<file path="config.mk">
export PLATFORM = sky130hd
export DESIGN_NAME = dtc_timing
export DESIGN_NICKNAME = d
export VERILOG_FILES = /design/src/dtc_pkg.sv /design/src/dtc_skew.sv /design/src/dtc_timing.sv
export SDC_FILE = /design/constraint.sdc
export NUM_CORES = 1
export LEC_CHECK = 0
export BUFFER_PORTS_ARGS = -buffer_cell sky130_fd_sc_hd__buf_2
export CORE_MARGIN = 4
export CORE_UTILIZATION = 50
export CTS_BUF_LIST = sky130_fd_sc_hd__clkbuf_16
export DETAILED_ROUTE_END_ITERATION = 6
export PLACE_DENSITY = 0.67
export SLEW_MARGIN = 20
export SYNTH_ARGS = -nofsm -noshare
export SYNTH_HDL_FRONTEND = slang
export SYNTH_SLANG_ARGS = --single-unit
</file>
<file path="constraint.sdc">
create_clock -name i_clock -period 5.05 [get_ports i_clock]
set_clock_uncertainty 0.1 [all_clocks]
set_input_delay 1.01 -clock i_clock [delete_from_list [all_inputs] [get_ports i_clock]]
set_output_delay 1.01 -clock i_clock [all_outputs]
set_load 0.01 [all_outputs]
</file>
<file path="src/dtc_pkg.sv">
// package: register map, field layout and types for the sync/blank timing block
`default_nettype none
package dtc_pkg;
  localparam int unsigned DTC_IDX_W      = 5;
  localparam logic [4:0] DTC_IDX_HTOTAL  = 5'h00;
  localparam logic [4:0] DTC_IDX_HDEND   = 5'h01;
  localparam logic [4:0] DTC_IDX_HBSTART = 5'h02;
  localparam logic [4:0] DTC_IDX_HBEND   = 5'h03;
  localparam logic [4:0] DTC_IDX_HRSTART = 5'h04;
  localparam logic [4:0] DTC_IDX_HREND   = 5'h05;
  localparam logic [4:0] DTC_IDX_VTOTAL  = 5'h06;
  localparam logic [4:0] DTC_IDX_VHIGH   = 5'h07;
  localparam logic [4:0] DTC_IDX_PRESET  = 5'h08;
  localparam logic [4:0] DTC_IDX_MAXSCAN = 5'h09;
  localparam logic [4:0] DTC_IDX_VRSTART = 5'h10;
  localparam logic [4:0] DTC_IDX_VDEND   = 5'h12;
  localparam logic [4:0] DTC_IDX_VBSTART = 5'h15;
  localparam logic [4:0] DTC_IDX_LCMP    = 5'h18;
  // port addresses, low nibble selects index or data
  localparam logic [15:0] DTC_PORT_MONO_IDX  = 16'h03b4;
  localparam logic [15:0] DTC_PORT_MONO_DAT  = 16'h03b5;
  localparam logic [15:0] DTC_PORT_COLOR_IDX = 16'h03d4;
  localparam logic [15:0] DTC_PORT_COLOR_DAT = 16'h03d5;
  // reset values are plain choices that give a usable line at power-up
  localparam logic [7:0] DTC_RST_HBEND   = 8'h80;
  localparam logic [7:0] DTC_RST_ZERO    = 8'h00;
  localparam logic [7:0] DTC_RST_HTOTAL  = 8'h5f;
  localparam logic [7:0] DTC_RST_HDEND   = 8'h4f;
  localparam logic [7:0] DTC_RST_HBSTART = 8'h50;
  localparam logic [7:0] DTC_RST_HRSTART = 8'h55;
  localparam logic [7:0] DTC_RST_HREND   = 8'h81;
  localparam logic [7:0] DTC_RST_VTOTAL  = 8'hbf;
  localparam logic [7:0] DTC_RST_VHIGH   = 8'h1f;
  localparam logic [7:0] DTC_RST_MAXSCAN = 8'h0f;
  localparam logic [7:0] DTC_IDX_MASK    = 8'h1f;
  localparam int unsigned DTC_HTOTAL_ADD = 5;
  localparam int unsigned DTC_VTOTAL_ADD = 2;
  localparam int unsigned DTC_SKEW_MAX   = 3;
  localparam int unsigned DTC_NREG       = 32;

  typedef struct packed {
    logic [7:0] htotal, hdend, hbstart, hbend, hrstart, hrend;
    logic [7:0] vtotal, vhigh, preset, maxscan;
  } dtc_regs_t;

  typedef struct packed {
    logic        rd;
    logic        wr;
    logic [15:0] addr;
    logic [7:0]  wdata;
  } dtc_bus_t;

  typedef struct packed {
    logic hblank;
    logic hretrace;
    logic vretrace;
    logic disp_en;
  } dtc_video_t;

  typedef struct packed {
    logic [4:0] row_scan;
    logic [1:0] byte_pan;
    logic [9:0] line;
  } dtc_scan_t;

  function automatic logic [9:0] dtc_vtotal(input dtc_regs_t r);
    return {r.vhigh[5], r.vhigh[0], r.vtotal};
  endfunction
  function automatic logic [5:0] dtc_hb_end(input dtc_regs_t r);
    return {r.hrend[7], r.hbend[4:0]};
  endfunction
endpackage
`default_nettype wire

</file>
<file path="src/dtc_skew.sv">
// delay line of 0..3 character clocks for one timing signal
`default_nettype none
module dtc_skew (
  input  wire logic       i_clock,
  input  wire logic       i_rst_n,
  input  wire logic       i_sig,
  input  wire logic [1:0] i_sel,
  output logic            o_sig
);
  import dtc_pkg::*;
  typedef struct packed {
    logic [DTC_SKEW_MAX-1:0] tap;
  } dtc_skew_st_t;
  dtc_skew_st_t s_q, s_d;

  always_comb begin
    s_d = s_q;
    s_d.tap = {s_q.tap[DTC_SKEW_MAX-2:0], i_sig};
  end

  always_ff @(posedge i_clock or negedge i_rst_n) begin
    if (!i_rst_n) begin
      s_q <= '0;
    end else begin
      s_q <= s_d;
    end
  end

  // zero skew passes the input straight; callers register it afterwards
  always_comb begin
    unique case (i_sel)
      2'h0: o_sig = i_sig;
      2'h1: o_sig = s_q.tap[0];
      2'h2: o_sig = s_q.tap[1];
      2'h3: o_sig = s_q.tap[2];
    endcase
  end
endmodule
`default_nettype wire

</file>
<file path="src/dtc_timing.sv">
// sync, blanking and row scan timing with index/data register ports
//
// Summary of operation
// software writes end-blank bit 7 as one; it is stored and read back
// display enable delayed 0..3 character clocks by end-blank bits 6:5
// blanking goes low when counter low six bits equal end-blank value
// end-blank value is index 03 bits 4:0 plus index 05 bit 7
// software sets end-blank to start plus width, six bits
// retrace goes active when counter equals start-retrace register
// retrace goes low when counter low five bits equal end-retrace 4:0
// retrace output skewed by end-retrace bits 6:5, 00 no delay
// software sets end-retrace to start plus width, five bits
// vertical total is ten bits, lines minus two, sets frame period
// high-bits register feeds bit 8/9 of vertical fields
// row scan loads preset bits 4:0 after each vertical retrace
// row scan steps per line, clears to zero at maximum row scan
// preset bits 6:5 extend pixel panning in multiple shift modes
// software bumps start address past the panning range
// each register read and written through data port by index
// index uses bits 4:0, port base follows colour select
// blanking goes active when counter reaches start-blank register
// line length is horizontal total plus five characters
// comparisons once per character clock, outputs registered
`default_nettype none
module dtc_timing (
  input  wire logic              i_clock,
  input  wire logic              i_rst_n,
  input  wire logic              i_color_sel,
  input  wire dtc_pkg::dtc_bus_t i_bus,
  output logic [7:0]             o_rdata,
  output logic                   o_rvalid,
  output dtc_pkg::dtc_video_t    o_video,
  output dtc_pkg::dtc_scan_t     o_scan
);
  import dtc_pkg::*;

  typedef struct packed {
    dtc_regs_t  regs;
    logic [4:0] index;
    logic [7:0] hcount;
    logic [9:0] vcount;
    logic       hblank;
    logic       hretr;
    logic       vretr;
    logic       de_raw;
    logic [4:0] row;
    logic [7:0] rdata;
    logic       rvalid;
    dtc_video_t video;
  } dtc_state_t;

  dtc_state_t s_q, s_d;
  logic       de_skewed;
  logic       hr_skewed;
  logic       idx_hit;
  logic       dat_hit;
  logic       line_end;
  logic       frame_end;
  logic [7:0] htotal_ext;
  logic [9:0] vtot;

  // one comparator shape for both ports keeps their decode in step
  function automatic logic port_match(input logic [15:0] addr,
                                      input logic        color,
                                      input logic [15:0] mono,
                                      input logic [15:0] colr);
    return addr == (color ? colr : mono);
  endfunction

  // port base follows the colour select from the miscellaneous output
  always_comb begin
    idx_hit = port_match(i_bus.addr, i_color_sel, DTC_PORT_MONO_IDX,
                         DTC_PORT_COLOR_IDX);
    dat_hit = port_match(i_bus.addr, i_color_sel, DTC_PORT_MONO_DAT,
                         DTC_PORT_COLOR_DAT);
  end

  // htotal+5 wraps in 8 bits only if software programs above 250
  assign htotal_ext = s_q.regs.htotal + 8'(DTC_HTOTAL_ADD);
  assign vtot       = dtc_vtotal(s_q.regs);
  assign line_end   = (s_q.hcount == htotal_ext - 8'h01);
  assign frame_end  = (s_q.vcount == vtot + 10'(DTC_VTOTAL_ADD) - 10'h001);

  dtc_skew u_de_skew (
    .i_clock (i_clock),
    .i_rst_n (i_rst_n),
    .i_sig   (s_q.de_raw),
    .i_sel   (s_q.regs.hbend[6:5]),
    .o_sig   (de_skewed)
  );

  dtc_skew u_hr_skew (
    .i_clock (i_clock),
    .i_rst_n (i_rst_n),
    .i_sig   (s_q.hretr),
    .i_sel   (s_q.regs.hrend[6:5]),
    .o_sig   (hr_skewed)
  );

  always_comb begin
    s_d = s_q;
    s_d.rvalid = 1'b0;
    // host port
    if (i_bus.wr && idx_hit) begin
      s_d.index = i_bus.wdata[DTC_IDX_W-1:0];
    end
    if (i_bus.wr && dat_hit) begin
      unique case (s_q.index)
        DTC_IDX_HTOTAL:  s_d.regs.htotal  = i_bus.wdata;
        DTC_IDX_HDEND:   s_d.regs.hdend   = i_bus.wdata;
        DTC_IDX_HBSTART: s_d.regs.hbstart = i_bus.wdata;
        DTC_IDX_HBEND:   s_d.regs.hbend   = i_bus.wdata;
        DTC_IDX_HRSTART: s_d.regs.hrstart = i_bus.wdata;
        DTC_IDX_HREND:   s_d.regs.hrend   = i_bus.wdata;
        DTC_IDX_VTOTAL:  s_d.regs.vtotal  = i_bus.wdata;
        DTC_IDX_VHIGH:   s_d.regs.vhigh   = i_bus.wdata;
        DTC_IDX_PRESET:  s_d.regs.preset  = i_bus.wdata;
        DTC_IDX_MAXSCAN: s_d.regs.maxscan = i_bus.wdata;
        default: ;
      endcase
    end
    if (i_bus.rd) begin
      s_d.rvalid = idx_hit | dat_hit;
      s_d.rdata  = DTC_RST_ZERO;
      if (idx_hit) begin
        s_d.rdata = {3'h0, s_q.index};
      end else if (dat_hit) begin
        unique case (s_q.index)
          DTC_IDX_HTOTAL:  s_d.rdata = s_q.regs.htotal;
          DTC_IDX_HDEND:   s_d.rdata = s_q.regs.hdend;
          DTC_IDX_HBSTART: s_d.rdata = s_q.regs.hbstart;
          DTC_IDX_HBEND:   s_d.rdata = s_q.regs.hbend;
          DTC_IDX_HRSTART: s_d.rdata = s_q.regs.hrstart;
          DTC_IDX_HREND:   s_d.rdata = s_q.regs.hrend;
          DTC_IDX_VTOTAL:  s_d.rdata = s_q.regs.vtotal;
          DTC_IDX_VHIGH:   s_d.rdata = s_q.regs.vhigh;
          DTC_IDX_PRESET:  s_d.rdata = s_q.regs.preset;
          DTC_IDX_MAXSCAN: s_d.rdata = s_q.regs.maxscan;
          default:         s_d.rdata = DTC_RST_ZERO;
        endcase
      end
    end

    // horizontal character counter, one step per character clock
    if (line_end) begin
      s_d.hcount = '0;
    end else begin
      s_d.hcount = s_q.hcount + 8'h01;
    end
    s_d.de_raw = (s_q.hcount <= s_q.regs.hdend);

    // end compare placed after start so a same-count match ends the pulse
    if (s_q.hcount == s_q.regs.hbstart) begin
      s_d.hblank = 1'b1;
    end
    if (s_q.hcount[5:0] == dtc_hb_end(s_q.regs)) begin
      s_d.hblank = 1'b0;
    end
    if (s_q.hcount == s_q.regs.hrstart) begin
      s_d.hretr = 1'b1;
    end
    if (s_q.hcount[4:0] == s_q.regs.hrend[4:0]) begin
      s_d.hretr = 1'b0;
    end

    // vertical line counter and row scan, stepped once per line
    if (line_end) begin
      if (frame_end) begin
        s_d.vcount = '0;
        s_d.row    = s_q.regs.preset[4:0];
      end else begin
        s_d.vcount = s_q.vcount + 10'h001;
        if (s_q.row == s_q.regs.maxscan[4:0]) begin
          s_d.row = '0;
        end else begin
          s_d.row = s_q.row + 5'h01;
        end
      end
    end
    // vertical retrace spans the last line of the frame only here; the
    // retrace start/end registers live outside this block
    s_d.vretr = frame_end;

    s_d.video.hblank   = s_q.hblank;
    s_d.video.hretrace = hr_skewed;
    s_d.video.vretrace = s_q.vretr;
    s_d.video.disp_en  = de_skewed & ~s_q.vretr;
  end

  always_ff @(posedge i_clock or negedge i_rst_n) begin
    if (!i_rst_n) begin
      s_q              <= '0;
      s_q.regs.htotal  <= DTC_RST_HTOTAL;
      s_q.regs.hdend   <= DTC_RST_HDEND;
      s_q.regs.hbstart <= DTC_RST_HBSTART;
      s_q.regs.hbend   <= DTC_RST_HBEND;
      s_q.regs.hrstart <= DTC_RST_HRSTART;
      s_q.regs.hrend   <= DTC_RST_HREND;
      s_q.regs.vtotal  <= DTC_RST_VTOTAL;
      s_q.regs.vhigh   <= DTC_RST_VHIGH;
      s_q.regs.maxscan <= DTC_RST_MAXSCAN;
    end else begin
      s_q <= s_d;
    end
  end

  // row scan line counter and panning extension are registered state
  always_comb begin
    o_rdata         = s_q.rdata;
    o_rvalid        = s_q.rvalid;
    o_video         = s_q.video;
    o_scan.row_scan = s_q.row;
    o_scan.byte_pan = s_q.regs.preset[6:5];
    o_scan.line     = s_q.vcount;
  end

  // video timing checks
  a_hblank_start: assert property (
    @(posedge i_clock) disable iff (!i_rst_n)
    (s_q.hcount == s_q.regs.hbstart &&
     s_q.hcount[5:0] != dtc_hb_end(s_q.regs)) |=> s_q.hblank)
    else $error("blank did not start");

  a_hblank_end: assert property (
    @(posedge i_clock) disable iff (!i_rst_n)
    (s_q.hcount[5:0] == dtc_hb_end(s_q.regs)) |=> !s_q.hblank ##1
    !o_video.hblank)
    else $error("blank did not end");

  a_hblank_out: assert property (
    @(posedge i_clock) disable iff (!i_rst_n)
    1'b1 |=> o_video.hblank == $past(s_q.hblank))
    else $error("blank output not registered");

  a_hretr_start: assert property (
    @(posedge i_clock) disable iff (!i_rst_n)
    (s_q.hcount == s_q.regs.hrstart &&
     s_q.hcount[4:0] != s_q.regs.hrend[4:0]) |=> s_q.hretr)
    else $error("retrace did not start");

  a_hretr_end: assert property (
    @(posedge i_clock) disable iff (!i_rst_n)
    (s_q.hcount[4:0] == s_q.regs.hrend[4:0]) |=> !s_q.hretr)
    else $error("retrace did not end");

  a_hretr_noskew: assert property (
    @(posedge i_clock) disable iff (!i_rst_n)
    (s_q.regs.hrend[6:5] == 2'h0) |=>
    o_video.hretrace == $past(s_q.hretr))
    else $error("retrace skew wrong");

  a_de_noskew: assert property (
    @(posedge i_clock) disable iff (!i_rst_n)
    (s_q.regs.hbend[6:5] == 2'h0) |=>
    o_video.disp_en == $past(s_q.de_raw && !s_q.vretr))
    else $error("display enable skew wrong");

  a_de_vmask: assert property (
    @(posedge i_clock) disable iff (!i_rst_n)
    s_q.vretr |=> !o_video.disp_en)
    else $error("display enable during retrace");

  a_line_wrap: assert property (
    @(posedge i_clock) disable iff (!i_rst_n)
    line_end |=> s_q.hcount == 8'h00)
    else $error("line length wrong");

  a_frame_wrap: assert property (
    @(posedge i_clock) disable iff (!i_rst_n)
    (line_end && frame_end) |=> s_q.vcount == 10'h000)
    else $error("frame length wrong");

  a_row_preset: assert property (
    @(posedge i_clock) disable iff (!i_rst_n)
    (line_end && frame_end) |=>
    s_q.row == $past(s_q.regs.preset[4:0]))
    else $error("row preset not loaded");

  a_row_clear: assert property (
    @(posedge i_clock) disable iff (!i_rst_n)
    (line_end && !frame_end && s_q.row == s_q.regs.maxscan[4:0])
    |=> s_q.row == 5'h00)
    else $error("row not cleared");

  a_row_step: assert property (
    @(posedge i_clock) disable iff (!i_rst_n)
    (line_end && !frame_end && s_q.row != s_q.regs.maxscan[4:0])
    |=> s_q.row == $past(s_q.row) + 5'h01)
    else $error("row did not advance");

  // host port checks
  a_reg_write: assert property (
    @(posedge i_clock) disable iff (!i_rst_n)
    (i_bus.wr && dat_hit && s_q.index == DTC_IDX_HBEND)
    |=> s_q.regs.hbend == $past(i_bus.wdata))
    else $error("register write lost");

  a_regs_hold: assert property (
    @(posedge i_clock) disable iff (!i_rst_n)
    !(i_bus.wr && dat_hit) |=> $stable(s_q.regs))
    else $error("register changed without write");

  a_index_mask: assert property (
    @(posedge i_clock) disable iff (!i_rst_n)
    (i_bus.wr && idx_hit) |=>
    s_q.index == $past(i_bus.wdata[4:0]))
    else $error("index not taken from low bits");

  a_read_valid: assert property (
    @(posedge i_clock) disable iff (!i_rst_n)
    (i_bus.rd && (idx_hit || dat_hit)) |=> o_rvalid)
    else $error("read not answered");

  a_read_refuse: assert property (
    @(posedge i_clock) disable iff (!i_rst_n)
    (i_bus.rd && !idx_hit && !dat_hit) |=> !o_rvalid)
    else $error("foreign port answered");
endmodule
`default_nettype wire

</file>
==> key figures <==
Status
  • Status: finished, final reports clean

Route
  • DRT iter0 DRCs: 474
  • DR DRC count: 0
  • Via count: 5151
  • Vias per inst: 6.15
  • ANT nets after route: 0
  • Average wire per standard cell: 22.0 µm
  • First drt pass iteration count: 5
  • DRT Wirelength: 18400 µm

Clock tree
  • CTS tree: built
  • Clk slew on worst S/H paths: 0.06 ns
  • CTS Buf Count: 17
  • Post-CTS Hold Fix Bufs: 0
  • CTS Sinks: around 130
  • Post-CTS Setup Bufs: 0
  • Clock latency on the worst-skew pair: approximately 0.42 ns
  • Clk Tree Root Cell: clkbuf_16
  • Depth of the CTS H-tree: 4
  • Clock tree buffer depth: 2
  • Resize count post-CTS: 0

Setup path
  • Cell family with most CP delay: simple AND/OR/NAND/NOR gates
  • Crit-path cells: buf_2, nor4_1, nand2_1, nor3_1, nand3_1, nor3_2, mux2_2
  • Buf/Inv on CP: 1
  • CP Launch Type: primary input
  • Worst-path maximum fanout: 10
  • Arr. time, crit path: between 3 and 4 ns
  • Crit path largest cell delay: 0.76 ns
  • WS Path Type: in -> reg
  • CP max stage cell: nor3_2
  • CP Capture Type: register
  • Critical Path RT: 5.25 ns

Synthesis
  • Syn nets: 662
  • Post-Syn Instances: 620
  • Post-synth EDFFs: 0
  • Synth Flop Type: dfrtp_1
  • FF+latch count, synth: 131
  • Post-synth top area share: 33.1%
  • Netlist Area Pre-Place: 0.00718 mm²
  • Sequential share of the synthesized area: 46.3%
  • Commonest cells post-synth: 95 x dfrtp_1, 85 x mux2_2, 40 x xor2_1
  • Netlist cell types: 64
  • Synth area leader: dfrtp_1
  • Async set or reset register ratio after synthesis: 100%
  • Area contributors post-synth: dfrtp_1 33%, mux2_2 13%, dfstp_2 13%
  • Most repeated cell in the gate-level netlist after synthesis: dfrtp_1
  • Syn. warnings: 0
  • Syn avg cell area: 11.6 µm²

Timing
  • Max-Slew Margin vs Limit: 25.8%
  • Hold Fails Final Rpt: 0
  • Highest achievable clock rate: 300 MHz
  • RSZ-0062 raised after global routing: false
  • Final setup TNS: 0 ns
  • Period utilisation layout: about two thirds
  • Crit path time final: 3.34 ns
  • Endpoints failing setup: 0
  • Worst-margin pin slew: approximately 1.1 ns
  • Max Slew Vio Count: 0

Placement
  • Detailed placer's ending HPWL: 12900 µm
  • Port Buf Inserts: 58
  • Final Wtd Congestion: roughly 0.93

Die
  • DIE HEIGHT: 128 µm
  • Core Area: roughly 0.014 mm²
  • Initial Util: 51.4%
  • Die X: 128 µm
  • Ports: 59
  • Row Count: between 40 and 50
  • Die ar.: roughly 0.016 mm²

Cells and area
  • P&R area growth vs syn: 10.2%
  • Final design utilization: 56.6%
  • Fin nets: 687
  • Filler cells: 1180
  • Ant diodes: 0
  • Layout cell share with drive strength beyond 1: 35.9%

Power
  • Switching Share: 30.2%
  • P_leak: 3.61 nW
  • Peak supply drop: 0.225 mV
  • Int Power: 2.12 mW
  • Combinational Power Share: 17.3%
  • Sequential share of power: 43.8%
  • PD cells: 384 mW/mm²
  • Clock power frac: ~39%
  • NetSw: 0.918 mW
  • Power Total: 3.04 mW

GRT
  • Largest net degree at the start of global routing: 76
  • GRT overflow: 0
  • All-Layer GR Usage: 23.9%
  • Initial antenna violation count: 0
  • First-pass GRT wire length: 29900 µm
  • Vias in the first global route: 5299

Min path
  • Hold Crit Class: reg -> reg

Flow run
  • Maxcap violations: 0
kinds of logic (layout without fill, tap and decap cells):
kind of cell	after synthesis	in the layout	synth area share, %
AND/OR/NAND/NOR	151	151	12.9
buffers and inverters	76	114	6.39
AO/OA/AOI/OAI	105	105	11.3
adder cells (fa/ha/maj)	13	13	2.26
flip-flops	131	131	46.3
multiplexers	87	87	13.9
XOR/XNOR	57	57	6.95
flip-flops by register name, indices dropped and copies added, names as in the netlist:
name / flops
s_q: 93
o_scan: 17
o_rdata: 8
o_video: 4
u_de_skew.s_q: 3
u_hr_skew.s_q: 3
s_d: 2
o_rvalid: 1
worst register-to-register path: cells and delay by family (launching register included):
| kind | cells | cell delay (ns) |
|---|---|---|
| AOI/OAI and AO/OA | 3 | 1.30 |
| DFF | 1 | 0.58 |
| and+or+nand+nor | 2 | 0.44 |
| buffers and inverters | 1 | 0.33 |
| adders and majority gates | 1 | 0.25 |
| xor gates and xnor gates | 1 | 0.16 |
power groups by stage:
| stage | Combinational (mW) | Sequential, mW | Clock (mW) |
|---|---|---|---|
| global route | 0.591 | 1.35 | 1.26 |
| global placement | 0.503 | 1.34 | 0 |
| floorplan | 0.502 | 1.22 | 0 |
| CTS | 0.530 | 1.33 | 1.20 |
| finish | 0.526 | 1.33 | 1.18 |
| detailed placement | 0.523 | 1.35 | 0 |
routing by layer:
metal | vias to the layer above | GRT usage, % | share of wire [%]
met1 | 2628 | 31.4 | 43
met3 | 52 | 4.63 | 5.6
li1 | 2290 | - | -
met4 | 0 | 9.80 | 2.8
met5 | - | 0 | 0
met2 | 181 | 38.8 | 49
worst paths after layout:
| path | from | end | slack [ns] | cells after the start |
|---|---|---|---|---|
| max | i_bus[9] | s_q[113] | 1.71 | 7 |
| min | u_de_skew.s_q[0] | u_de_skew.s_q[1] | 0.28 | 0 |
| max reg2reg | s_q[119] | o_scan[14] | 1.77 | 8 |
| min reg2reg | u_de_skew.s_q[0] | u_de_skew.s_q[1] | 0.28 | 0 |
| max in group asynchronous | i_rst_n | s_q[112] | 3.24 | 2 |
| min in group asynchronous | i_rst_n | s_q[79] | 0.63 | 1 |
area by class of cell:
| type | instances | area (µm²) | area share (%) |
|---|---|---|---|
| clock buffers | 17 | 425 | 5.37 |
| clock inverters | 15 | 141 | 1.79 |
| repair buffers | 62 | 323 | 4.08 |
| inverters | 20 | 75.1 | 0.948 |
| flip-flops and latches | 131 | 3320 | 42.0 |
| multi-input cells | 413 | 3400 | 43.0 |
| well taps | 180 | 225 | 2.85 |
cell usage in the layout (no fill, tap or decap), types with 18 or more instances in the layout:
cell type	netlist	layout
dfstp_2	36	36
dfrtp_1	95	95
a22oi_1	18	18
mux2_2	85	85
buf_2	10	57
inv_1	20	21
nor2_1	27	27
xor2_1	40	40
nand3_1	25	25
metrics by stage:
| stage | hold WS (ns) | instance area (µm²) | cells | setup slack [ns] |
|---|---|---|---|---|
| after floorplan | 0.249 | 7180 | 620 | 2.20 |
| after global placement | 0.259 | 7350 | 806 | 1.33 |
| after detailed placement | 0.265 | 7350 | 806 | 1.30 |
| after CTS | 0.283 | 7920 | 838 | 1.75 |
| after global routing | 0.307 | 7920 | 838 | 1.57 |
| final | 0.279 | 7920 | 838 | 1.71 |
(Power assumes the default switching activity.)
